$ cat src/core/host_cmd_pkg.sv
/*
  Shared constants and types of the host command interface register block:
  register offsets, status and command bit positions, reset values, the
  buffer size offered by the module and the negotiation phase type.
  Assumes a single clock domain and a byte-wide host port with two address lines.
*/
// Summary of operation
// - Offset 0 moves data bytes both ways
// - Offset 1: reads flags, writes command
// - Sixteen-bit count, low byte 2, high 3
// - Only two address lines are decoded
// - Bit 7 high while outgoing data waits
// - Bit 6 high when free or reset done
// - Bit 1 write error, 0 read error
// - Command bits: reset, size read/write, control
// - Reset command clears only this interface
// - Reset flushes, awaits negotiation, raises free
// - No payload before size negotiation ends
// - Size read: two bytes, high first
// - Offered buffer size between 16 and 65535
// - Size write: two bytes, high first
// - One negotiated size for both directions; code bounds only outgoing counts by it, host write counts are not checked
// - First written byte: error set, free cleared
// - Write error clears at last, resets after
// - Read error and pending flag mirror writes
// - Count bytes accessible in either order
package host_cmd_pkg;

  // Register offsets inside the four-byte window
  localparam logic [1:0] OFS_TRANSFER_DATA = 2'h0;
  localparam logic [1:0] OFS_INTERFACE_FLAGS = 2'h1;
  localparam logic [1:0] OFS_INTERFACE_COMMAND = 2'h1;
  localparam logic [1:0] OFS_COUNT_LOW = 2'h2;
  localparam logic [1:0] OFS_COUNT_HIGH = 2'h3;

  // Status bit positions
  localparam int FLAG_PENDING_BIT = 7;
  localparam int FLAG_FREE_BIT = 6;
  localparam int FLAG_WRITE_ERR_BIT = 1;
  localparam int FLAG_READ_ERR_BIT = 0;

  // Command bit positions
  localparam int CMD_RESET_BIT = 3;
  localparam int CMD_SIZE_READ_BIT = 2;
  localparam int CMD_SIZE_WRITE_BIT = 1;
  localparam int CMD_HOST_CTRL_BIT = 0;

  // Reserved status bits read as zero
  localparam logic [3:0] FLAG_RESERVED_VALUE = 4'h0;

  // Buffer size offered during size read, at least 16 bytes
  localparam logic [15:0] MODULE_BUF_SIZE = 16'h0400;
  localparam logic [15:0] MODULE_BUF_MIN = 16'h0010;
  // Bytes in a size read or size write transfer
  localparam logic [15:0] SIZE_XFER_LEN = 16'h0002;

  // Reset values
  localparam logic [15:0] COUNT_RESET = 16'h0000;
  localparam logic [15:0] NEG_SIZE_RESET = 16'h0000;
  localparam logic [7:0] BYTE_RESET = 8'h00;
  localparam logic [15:0] COUNT_MAX = 16'hFFFF;
  localparam logic [15:0] COUNT_ONE = 16'h0001;

  // Negotiation phase of the interface
  typedef enum logic [1:0] {
    PH_AWAIT_SIZE_READ = 2'b00,
    PH_SIZE_READ = 2'b01,
    PH_AWAIT_SIZE_WRITE = 2'b10,
    PH_READY = 2'b11
  } phase_type;

endpackage

$ cat src/core/length_tracker.sv
/*
  Counts bytes of one transfer direction against the announced count and
  keeps the length error flag of that direction.
  Assumes byte_pulse and restart are one-cycle pulses in the clk_sys domain.
*/
`timescale 1ns/1ps
`default_nettype none
module length_tracker (
  // Clock and reset
  input wire logic clk_sys,
  input wire logic sys_rst,
  // Control
  input wire logic restart,
  input wire logic byte_pulse,
  input wire logic [15:0] total,
  // Results
  output logic last_pulse,
  output logic length_err
);

  // All state of the tracker
  typedef struct packed {
    logic [15:0] count;
    logic err;
  } tracker_type;

  tracker_type state_reg;
  tracker_type state_next;
  logic [15:0] count_inc; // Count after this byte

  // Next count, error and completion
  always_comb begin
    state_next = state_reg;
    count_inc = (state_reg.count == host_cmd_pkg::COUNT_MAX) ? state_reg.count :
                state_reg.count + host_cmd_pkg::COUNT_ONE;
    last_pulse = 1'b0;
    if (restart) begin
      // New transfer announced
      state_next.count = host_cmd_pkg::COUNT_RESET;
      state_next.err = 1'b0;
    end else if (byte_pulse) begin
      state_next.count = count_inc;
      // Error from first byte until the last, again on any extra one
      state_next.err = (count_inc != total);
      last_pulse = (count_inc == total);
    end
  end

  // Register the state
  always_ff @(posedge clk_sys) begin
    if (sys_rst) begin
      state_reg <= '0;
    end else begin
      state_reg <= state_next;
    end
  end

  assign length_err = state_reg.err;

endmodule
`default_nettype wire

$ cat src/core/reg_window_decode.sv
/*
  Decodes the two host address lines into per-register strobes and returns
  the read byte one cycle after the read strobe, with its output enable.
  Assumes host strobes are one-cycle pulses synchronous to clk_sys.
*/
`timescale 1ns/1ps
`default_nettype none
module reg_window_decode (
  // Clock and reset
  input wire logic clk_sys,
  input wire logic sys_rst,
  // Host access
  input wire logic [1:0] host_addr,
  input wire logic host_wr,
  input wire logic host_rd,
  // Values to return
  input wire logic [7:0] data_value,
  input wire logic [7:0] flags_value,
  input wire logic [15:0] count_value,
  // Strobes per offset
  output logic [3:0] wr_sel,
  output logic [3:0] rd_sel,
  // Read data pins
  output logic [7:0] rd_byte,
  output logic rd_oe
);

  // All state of the decoder
  typedef struct packed {
    logic [7:0] rdata;
    logic oe;
  } decode_type;

  decode_type state_reg;
  decode_type state_next;

  // One strobe per offset, only address lines 0 and 1 take part
  genvar i;
  generate
    for (i = 0; i < 4; i++) begin : g_sel
      assign wr_sel[i] = host_wr && (host_addr == 2'(i));
      assign rd_sel[i] = host_rd && (host_addr == 2'(i));
    end
  endgenerate

  // Read multiplexer
  always_comb begin
    state_next = state_reg;
    state_next.oe = host_rd;
    if (host_rd) begin
      unique case (host_addr)
        host_cmd_pkg::OFS_TRANSFER_DATA: state_next.rdata = data_value;
        host_cmd_pkg::OFS_INTERFACE_FLAGS: state_next.rdata = flags_value;
        host_cmd_pkg::OFS_COUNT_LOW: state_next.rdata = count_value[7:0];
        host_cmd_pkg::OFS_COUNT_HIGH: state_next.rdata = count_value[15:8];
      endcase
    end
  end

  // Register the state
  always_ff @(posedge clk_sys) begin
    if (sys_rst) begin
      state_reg <= '0;
    end else begin
      state_reg <= state_next;
    end
  end

  assign rd_byte = state_reg.rdata;
  assign rd_oe = state_reg.oe;

endmodule
`default_nettype wire

$ cat src/core/host_command_interface.sv
/*
  Command interface register block of the module: data, flags/command and
  byte count registers seen by the host, buffer size negotiation, and the
  write and read handshakes with their length error flags.
  Assumes host strobes are one-cycle pulses synchronous to clk_sys, and that
  the module side feeds outgoing bytes through a one-byte staging register.
*/
`timescale 1ns/1ps
`default_nettype none
module host_command_interface (
  // Clock and reset
  input wire logic clk_sys,
  input wire logic sys_rst,
  // Host register port
  input wire logic [1:0] host_addr,
  input wire logic [7:0] host_wdata,
  input wire logic host_wr,
  input wire logic host_rd,
  output logic [7:0] host_rdata,
  output logic host_data_oe,
  // Incoming bytes to the module side
  output logic [7:0] rx_byte,
  output logic rx_valid,
  output logic rx_last,
  // Outgoing transfer from the module side
  input wire logic tx_start,
  input wire logic [15:0] tx_count,
  input wire logic [7:0] tx_data,
  input wire logic tx_valid,
  output logic tx_ready,
  // Interface status to the module side
  output logic iface_flush,
  output logic size_negotiated,
  output logic [15:0] negotiated_size
);

  // All state of the interface
  typedef struct packed {
    host_cmd_pkg::phase_type phase;
    logic size_read_request;
    logic size_write_request;
    logic host_control_flag;
    logic outgoing_pending_flag;
    logic free_to_accept_flag;
    logic out_active;
    logic [15:0] byte_count;
    logic [15:0] neg_size;
    logic neg_done;
    logic size_byte_sel;
    logic [7:0] stage_byte;
    logic stage_full;
    logic tx_ready;
    logic [7:0] rx_byte;
    logic rx_valid;
    logic rx_last;
    logic flush;
  } iface_type;

  iface_type state_reg;
  iface_type state_next;

  // Decoded strobes
  logic [3:0] wr_sel;
  logic [3:0] rd_sel;
  logic wr_data;
  logic wr_cmd;
  logic rd_data;
  logic soft_reset;
  // Flags byte and data byte offered to the host
  logic [7:0] flags_value;
  // Length trackers
  logic wr_restart;
  logic wr_byte;
  logic wr_last;
  logic write_length_error;
  logic rd_restart;
  logic rd_byte;
  logic rd_last;
  logic read_length_error;
  logic tx_accept;

  assign wr_data = wr_sel[host_cmd_pkg::OFS_TRANSFER_DATA];
  assign wr_cmd = wr_sel[host_cmd_pkg::OFS_INTERFACE_COMMAND];
  assign rd_data = rd_sel[host_cmd_pkg::OFS_TRANSFER_DATA];
  // Reset command touches only this interface, not the rest of the module
  assign soft_reset = wr_cmd && host_wdata[host_cmd_pkg::CMD_RESET_BIT];

  // Flags byte: reserved bits read as zero
  always_comb begin
    flags_value = 8'h00;
    flags_value[host_cmd_pkg::FLAG_PENDING_BIT] = state_reg.outgoing_pending_flag;
    flags_value[host_cmd_pkg::FLAG_FREE_BIT] = state_reg.free_to_accept_flag;
    flags_value[5:2] = host_cmd_pkg::FLAG_RESERVED_VALUE;
    flags_value[host_cmd_pkg::FLAG_WRITE_ERR_BIT] = write_length_error;
    flags_value[host_cmd_pkg::FLAG_READ_ERR_BIT] = read_length_error;
  end

  // Register window decode and read data
  reg_window_decode u_decode (
    .clk_sys(clk_sys),
    .sys_rst(sys_rst),
    .host_addr(host_addr),
    .host_wr(host_wr),
    .host_rd(host_rd),
    .data_value(state_reg.stage_byte),
    .flags_value(flags_value),
    .count_value(state_reg.byte_count),
    .wr_sel(wr_sel),
    .rd_sel(rd_sel),
    .rd_byte(host_rdata),
    .rd_oe(host_data_oe)
  );

  // Host writes are counted only while a write may legally run
  assign wr_byte = wr_data && !soft_reset &&
                   ((state_reg.phase == host_cmd_pkg::PH_AWAIT_SIZE_WRITE) ||
                    (state_reg.phase == host_cmd_pkg::PH_READY && state_reg.host_control_flag));
  // Host reads counted in size read and after negotiation; extra ones flag an error
  assign rd_byte = rd_data && !soft_reset &&
                   ((state_reg.phase == host_cmd_pkg::PH_SIZE_READ) ||
                    (state_reg.phase == host_cmd_pkg::PH_READY));
  // Any count write announces a new host transfer
  assign wr_restart = soft_reset || wr_sel[host_cmd_pkg::OFS_COUNT_LOW] ||
                      wr_sel[host_cmd_pkg::OFS_COUNT_HIGH];
  // Outgoing transfer accepted only after negotiation, within the size
  assign tx_accept = tx_start && state_reg.phase == host_cmd_pkg::PH_READY &&
                     !state_reg.out_active && tx_count != host_cmd_pkg::COUNT_RESET &&
                     tx_count <= state_reg.neg_size;
  assign rd_restart = soft_reset ||
                      (state_reg.phase == host_cmd_pkg::PH_AWAIT_SIZE_READ &&
                       state_reg.size_read_request) || tx_accept;

  // Write direction length tracking
  length_tracker u_write_len (
    .clk_sys(clk_sys),
    .sys_rst(sys_rst),
    .restart(wr_restart),
    .byte_pulse(wr_byte),
    .total(state_reg.byte_count),
    .last_pulse(wr_last),
    .length_err(write_length_error)
  );

  // Read direction length tracking
  length_tracker u_read_len (
    .clk_sys(clk_sys),
    .sys_rst(sys_rst),
    .restart(rd_restart),
    .byte_pulse(rd_byte),
    .total(state_reg.byte_count),
    .last_pulse(rd_last),
    .length_err(read_length_error)
  );

  // Next state of the interface
  always_comb begin
    state_next = state_reg;
    state_next.rx_valid = 1'b0;
    state_next.rx_last = 1'b0;
    state_next.flush = 1'b0;
    if (soft_reset) begin
      // Flush everything and wait for size negotiation again
      state_next = '0;
      state_next.phase = host_cmd_pkg::PH_AWAIT_SIZE_READ;
      state_next.free_to_accept_flag = 1'b1;
      state_next.neg_size = host_cmd_pkg::NEG_SIZE_RESET;
      state_next.flush = 1'b1;
    end else begin
      // Command bits, reserved bits are not kept
      if (wr_cmd) begin
        state_next.size_read_request = host_wdata[host_cmd_pkg::CMD_SIZE_READ_BIT];
        state_next.size_write_request = host_wdata[host_cmd_pkg::CMD_SIZE_WRITE_BIT];
        state_next.host_control_flag = host_wdata[host_cmd_pkg::CMD_HOST_CTRL_BIT];
        // End of a host write releases the interface again
        if (state_reg.phase == host_cmd_pkg::PH_READY && state_reg.host_control_flag &&
            !host_wdata[host_cmd_pkg::CMD_HOST_CTRL_BIT]) begin
          state_next.free_to_accept_flag = 1'b1;
        end
      end
      // Count bytes, writable in either order
      if (wr_sel[host_cmd_pkg::OFS_COUNT_LOW]) begin
        state_next.byte_count[7:0] = host_wdata;
      end
      if (wr_sel[host_cmd_pkg::OFS_COUNT_HIGH]) begin
        state_next.byte_count[15:8] = host_wdata;
      end
      // First written byte marks the interface busy
      if (wr_byte) begin
        state_next.free_to_accept_flag = 1'b0;
      end
      // First read byte withdraws the pending flag
      if (rd_byte) begin
        state_next.outgoing_pending_flag = 1'b0;
      end
      unique case (state_reg.phase)
        host_cmd_pkg::PH_AWAIT_SIZE_READ: begin
          // Offer the buffer size as two bytes, high byte first
          if (state_reg.size_read_request) begin
            state_next.byte_count = host_cmd_pkg::SIZE_XFER_LEN;
            state_next.stage_byte = host_cmd_pkg::MODULE_BUF_SIZE[15:8];
            state_next.stage_full = 1'b1;
            state_next.size_byte_sel = 1'b0;
            state_next.outgoing_pending_flag = 1'b1;
            state_next.phase = host_cmd_pkg::PH_SIZE_READ;
          end
        end
        host_cmd_pkg::PH_SIZE_READ: begin
          if (rd_byte) begin
            if (!state_reg.size_byte_sel) begin
              state_next.stage_byte = host_cmd_pkg::MODULE_BUF_SIZE[7:0];
              state_next.size_byte_sel = 1'b1;
            end else begin
              state_next.stage_full = 1'b0;
              state_next.stage_byte = host_cmd_pkg::BYTE_RESET;
              state_next.size_byte_sel = 1'b0;
              state_next.phase = host_cmd_pkg::PH_AWAIT_SIZE_WRITE;
            end
          end
        end
        host_cmd_pkg::PH_AWAIT_SIZE_WRITE: begin
          // Chosen size arrives as two bytes, high byte first
          if (wr_byte) begin
            if (!state_reg.size_byte_sel) begin
              state_next.neg_size[15:8] = host_wdata;
              state_next.size_byte_sel = 1'b1;
            end else begin
              state_next.neg_size[7:0] = host_wdata;
              state_next.size_byte_sel = 1'b0;
              state_next.neg_done = 1'b1;
              state_next.free_to_accept_flag = 1'b1;
              state_next.phase = host_cmd_pkg::PH_READY;
            end
          end
        end
        host_cmd_pkg::PH_READY: begin
          // Host bytes pass straight to the module side
          if (wr_byte) begin
            state_next.rx_valid = 1'b1;
            state_next.rx_byte = host_wdata;
            state_next.rx_last = wr_last;
          end
          // Count is loaded in the same cycle as the pending flag rises
          if (tx_accept) begin
            state_next.byte_count = tx_count;
            state_next.outgoing_pending_flag = 1'b1;
            state_next.out_active = 1'b1;
          end
          // Outgoing transfer ends at its last counted byte
          if (rd_byte && rd_last) begin
            state_next.out_active = 1'b0;
          end
          // Data read consumes the staged byte
          if (rd_data) begin
            state_next.stage_full = 1'b0;
          end
          // Module side refills the staging byte
          if (tx_valid && state_reg.tx_ready) begin
            state_next.stage_byte = tx_data;
            state_next.stage_full = 1'b1;
          end
        end
      endcase
      // Staging byte free only once payload may flow
      state_next.tx_ready = (state_next.phase == host_cmd_pkg::PH_READY) &&
                            !state_next.stage_full;
    end
  end

  // Register the state; hardware reset ends with free raised
  always_ff @(posedge clk_sys) begin
    if (sys_rst) begin
      state_reg <= '0;
      state_reg.free_to_accept_flag <= 1'b1;
    end else begin
      state_reg <= state_next;
    end
  end

  // Module side outputs
  assign rx_byte = state_reg.rx_byte;
  assign rx_valid = state_reg.rx_valid;
  assign rx_last = state_reg.rx_last;
  assign tx_ready = state_reg.tx_ready;
  assign iface_flush = state_reg.flush;
  assign size_negotiated = state_reg.neg_done;
  assign negotiated_size = state_reg.neg_size;

endmodule
`default_nettype wire

$ cat config.mk
export PLATFORM = sky130hd
export DESIGN_NAME = host_command_interface
export DESIGN_NICKNAME = d
export VERILOG_FILES = /design/src/core/host_cmd_pkg.sv /design/src/core/length_tracker.sv /design/src/core/reg_window_decode.sv /design/src/core/host_command_interface.sv
export SDC_FILE = /design/constraint.sdc
export NUM_CORES = 1
export LEC_CHECK = 0
export ABC_AREA = 1
export ABC_CLOCK_PERIOD_IN_PS = 2100
export BUFFER_PORTS_ARGS = -buffer_cell sky130_fd_sc_hd__buf_2
export CORE_MARGIN = 2
export CORE_UTILIZATION = 30
export CTS_CLUSTER_SIZE = 12
export DETAILED_ROUTE_END_ITERATION = 10
export PLACE_DENSITY = 0.56
export SYNTH_ARGS = -nofsm -noshare
export SYNTH_HDL_FRONTEND = slang
export SYNTH_SLANG_ARGS = --single-unit
$ cat constraint.sdc
create_clock -name clk_sys -period 2.1 [get_ports clk_sys]
set_clock_uncertainty 0.05 [all_clocks]
set_input_delay 0.105 -clock clk_sys [delete_from_list [all_inputs] [get_ports clk_sys]]
set_output_delay 0.105 -clock clk_sys [all_outputs]
set_load 0.005 [all_outputs]
# Word level (Yosys, flattened, before mapping)
# Cells that the tools add are included.
[op_classes] n_addsub=2 n_lt_le_gt_ge=1 n_eq_ne=19 n_mux=42 n_bitwise=3 reduce_logical=47
[ops] operator="$mux 16" n=3
[ops] operator="$add 16x1->16 const B" n=2
[ops] operator="$eq 16x16->1" n=2
[ops] operator="$eq 16x16->1 const B" n=2
[ops] operator="$ne 16x16->1" n=2
[ops] operator="$pmux 16 s2" n=1
[ops] operator="$pmux 8 s4" n=1
[ops] operator="$mux 9" n=3
[ops] operator="$pmux 9 s3" n=1
[ops] operator="$logic_and 1x1->1" n=20
[ops] operator="$mux 10" n=2
[ops] operator="$mux 1" n=18
[ops] operator="$mux 17" n=1
[ops] operator="$le 16x16->1" n=1
[ops] operator="$mux 8" n=2
[ops] operator="$reduce_bool 16->1" n=1
[ops] operator="$mux 2" n=7
[ops] operator="$eq 2x2->1 const B" n=5
[ops] operator="$reduce_and 4->1" n=2
[ops] operator="$logic_or 1x1->1" n=6
[ops] operator="$ne 3x3->1 const B" n=2
[ops] operator="$pmux 2 s3" n=1
[ops] operator="$reduce_and 3->1" n=2
[ops] operator="$reduce_or 2->1" n=3
[ops] operator="15 further kinds" n=24
[totals] reg_bits=105 input_bits=40 out_inout_bits=38 word_cells=138

# Logic depth before layout (Yosys ltp)
[logic_depth] depth_word=11 mapped_depth=18 ltp_nobuf=17

# Cells and area by module
# Synthesis repeated with hierarchy kept, for this count alone.
[hier_totals] hier_cells=1185 area_unflattened_um2=7408.4
[by_module_without_submodules] mod="host_command_interface" n_inst=1 cells_each=509 area_per_inst_um2=3487.1 seq_area_each_um2=1241.2
[by_module_without_submodules] mod="length_tracker" n_inst=2 cells_each=287 area_per_inst_um2=1615.3 seq_area_each_um2=340.3
[by_module_without_submodules] mod="reg_window_decode" n_inst=1 cells_each=102 area_per_inst_um2=690.7 seq_area_each_um2=180.2

# Worst setup path before layout
# No wires, ideal clock.
[synth_timing] kind="reg-to-reg" from="register state_reg, in the netlist negotiated_size[9]" to="register state_reg[41] (netlist bit)" setup_ps=117 arrival_time_ps=1851 required_time_ps=1933 path_slack_ps=82 stages_incl_launch_ff=16 n_path_buf=1 synth_period_minus_slack_ps=2018 cell_sequence="dfxtp_1 -> inv_1 -> ha_1 -> nand2_1 -> inv_1 -> o21ai_0 -> a21oi_1 -> nor2_1 -> nand2_1 -> nand2_1 -> nand2_1 -> a21boi_2 -> inv_1 -> clkbuf_1 -> a22oi_1 -> nor2_1"
[synth_between] elab_chain_cells=4
[synth_rtl] element="from (decl)" line="host_command_interface.sv:59" text="iface_type state_reg;"
[synth_rtl] element="from (signal assigned)" line="host_command_interface.sv:275" text="state_reg <= state_next;"
[synth_rtl] element="$le 16x16->1 (implied by the code)" line="host_command_interface.sv:128" text="tx_count <= state_reg.neg_size;"
[synth_rtl] element="$logic_and 1x1->1" line="host_command_interface.sv:127" text="!state_reg.out_active && tx_count != host_cmd_pkg::COUNT_RESET &&"
[synth_rtl] element="$mux 17" line="host_command_interface.sv:243" text="if (tx_accept) begin"
[synth_rtl] element="$pmux 16 s2" line="host_command_interface.sv:195" text="unique case (state_reg.phase)"
# No other way between the ends. The select of a mux whose other input is x is not followed.
# A chain may end at the register's enable or synchronous reset.

# Worst setup path in the final report
[layout_timing] from="register state_reg, in the netlist negotiated_size[15]" to="register state_reg[41] (netlist bit)"
# The elaborated chain is that of the path after synthesis.

==> results by group <==
Global routing
  • Vias in the first global route: 6,566
  • GR Overflow Total: 0
  • Initial antenna violation count: 0
  • Largest net degree at the start of global routing: 34
  • First-pass GRT wire length: 34,260 um
  • All-layer global routing usage: ~18%

Finish
  • Max reg flops: 31
  • Nets: between 1,000 and 1,500
  • P&R area growth vs syn: 33.73%
  • Final Util: 40.57%
  • Diode count: 0
  • Finished Cell Area: slightly below 9000 um2
  • Share of layout cells above drive strength 1: 30.84%

Clocking
  • Num CTS Buffers: 9
  • Clock Path Buffers: 2
  • H-tree Lvls: 3
  • CTS Root Buffer Type: clkbuf_16
  • Reg clk slew, reported paths: roughly 0.080 ns
  • Clock Sinks: 105
  • Clk Latency, worst-skew pair: between 0.3 and 0.4 ns
  • CTS tree: yes

Detailed routing
  • Final antenna-violating net count: 0
  • Pre-antenna DRT Iters: 5
  • # DRC: 0
  • Routed WL: 21,720 um
  • WL per Instance: between 15 and 20 um
  • First DRT Iteration DRCs: 424
  • Vias per cell: just under 5
  • Vias: 6,977

STA
  • RSZ-0062 raised after global routing: true
  • Rel. slew slack: 76.72%
  • F_max: roughly 0.47 GHz
  • Max-slew violation count: 0
  • Final setup TNS: -0.02825 ns
  • Setup WS post-layout: -0.02405 ns
  • Crit share post-route: 101.1%
  • Worst-margin pin slew: 0.3455 ns
  • Minimum clock period after layout: approximately 2.1 ns
  • Hold Vio Cnt, Final: 0
  • Setup-failing EPs final: 2

Synthesis
  • Synthesized area per cell: between 6 and 7 um2
  • Most common cell in the netlist: nand2_1
  • Synth area leaders: dfxtp_1 32%, nand2_1 14%, a21oi_1 7.2%, inv_1 6.9%, nor2_1 5.3%
  • FF+latch count, synth: 105
  • Distinct cells, synth: 43
  • Post-Synth XOR/XNOR Area: under 10%
  • Yosys warnings: 0
  • Main combinational cell family by area after synthesis: simple AND/OR/NAND/NOR gates
  • Area share of the leading cell type in the synthesized netlist: 32.05%
  • Commonest cells post-synth: 238 x nand2_1, 121 x inv_1, 105 x dfxtp_1, 95 x a21oi_1, 93 x nor2_1
  • Top FF cell, synth: dfxtp_1
  • Synthesized instance count: 1,001
  • Cell taking the most area after synthesis: dfxtp_1
  • Post-synthesis adder-cell area fraction: 4.388%
  • Area of the mapped netlist: 6559 um2
  • Seq/Total Area, Yosys: 32.05%
  • Synthesized net count: 1,064
  • Synth Area in Compound Gates: 18.37%
  • Ys async rst share: 0%
  • Simple-gate share of the synthesized area: 29.45%
  • Post-synthesis mux area share: 0%
  • Post-synth EDFFs: 0

Die
  • Die area: 23,060 um2
  • Row count: 54
  • I/O pins: 78
  • Core region area: 21,620 um2
  • Die outline width: 151.9 um
  • Initial Utilization: 30.34%
  • Die Y: 151.9 um

Placement
  • RePlAce Congestion: 0.8822
  • Number of port buffers: 77
  • Area after DPL: 7585 um2
  • Hpwl dp: about 16,000 um

Worst setup path
  • Critical path data required time: 2.31 ns
  • Crit path arrival time: 2.34 ns
  • Max FO, Critical Path: 6
  • Kind of end point of the critical path: flip-flop
  • Worst setup SP type: flip-flop
  • Critical path type: flip-flop to flip-flop

Run
  • Max-cap violation count: 0

Run status
  • Run status: complete, but fails checks
  • Failing checks: setup timing

Power
  • Pleak: between 3 and 4 nW
  • Maximum VDD drop: 0.3662 mV
  • PwrDens: 497.3 nW/um2

Min path
  • Worst Hold Class: input port to flip-flop
[final timing paths]
| check | start | end | slack (ns) | depth (start not counted) |
|---|---|---|---|---|
| setup / recovery | negotiated_size[15]$_SDFFE_PP0P_ | state_reg[41]$_SDFF_PP0_ | -0.02 | 12 |
| hold / removal | tx_count[13] | state_reg[52]$_SDFF_PP0_ | 0.005 | 3 |
| setup reg to reg | negotiated_size[15]$_SDFFE_PP0P_ | state_reg[41]$_SDFF_PP0_ | -0.02 | 12 |
| hold reg to reg | size_negotiated$_SDFFE_PP0P_ | size_negotiated$_SDFFE_PP0P_ | 0.40 | 2 |
[cells in the final DEF, fill, tap and decap left out, types with 12 or more instances in the layout]
master           n
a21oi_1         92
buf_2           77
buf_4           93
dfxtp_1         79
dfxtp_2         24
dlygate4sd3_1   20
ha_4            13
inv_1          107
inv_2           26
nand2_1        209
nand2_2         31
nand3_1         57
nand4_1         14
nor2_1          83
nor2_2          12
nor2_4          14
o21ai_0         62
o21ai_1         16
[worst max-delay path, stage by stage, from the launching register on]
cell	delay (ns)
dfxtp_2	0.35
inv_2	0.05
ha_4	0.22
a21oi_2	0.12
o21ai_1	0.09
nor2_1	0.19
nand2_1	0.09
nand2_2	0.10
nand2_4	0.08
a21boi_4	0.23
clkinvlp_4	0.20
a22oi_1	0.18
nor2_1	0.06
[logic make-up after synthesis]
family / count (synthesis)
AND/OR/NAND/NOR: 445
AO/OA/AOI/OAI: 219
buffers and inverters: 190
flip-flops: 105
adder cells (fa/ha/maj): 23
XOR/XNOR: 19
[through the flow]
step	hold WS (ns)	instances	power [W]	worst slack [ns]
after floorplan	0.1269	1001	0.002365	0.08222
after global placement	0.3030	1391	0.002543	-0.1476
after detailed placement	0.3104	1391	0.002544	-0.1499
after CTS	0.001079	1433	0.004375	-0.007022
after global routing	0.01230	1441	0.004537	-0.1409
final	0.005464	1441	0.004362	-0.02405
[what timing repair did]
action	in CTS	in global routing
pin swaps	15	50
hold endpoints to repair	21	0
setup endpoints to repair	34	43
gates resized for setup	54	99
cloned	1	0
setup buffers	5	8
hold buffers	20	0
[routing by layer]
| metal | vias to the layer above | routed length (um) | GRT usage (%) |
|---|---|---|---|
| met5 | - | 0 | 0 |
| met4 | 0 | 544 | 7.388 |
| met3 | 35 | 1006 | 2.054 |
| met2 | 177 | 10580 | 30.97 |
| met1 | 3213 | 9589 | 23.89 |
| li1 | 3552 | - | - |
[report_power, final]
group / internal, W / switching (W) / total (W)
sequential: 0.00202 / 0.0000349 / 0.00206
clock: 0.000879 / 0.000912 / 0.00179
combinational: 0.000202 / 0.000311 / 0.000512
[area by class of cell]
type | count | area (um2)
timing repair inverter | 1 | 7.507
clock inverter | 6 | 70.07
clock buffer | 10 | 239.0
inverter | 139 | 540.5
timing repair buffer | 194 | 1329
fill | 2295 | 12850
tap | 280 | 350.3
sequential | 105 | 2140
multi-input combinational | 706 | 4095
Note: power is estimated with default switching activity, not from simulation.
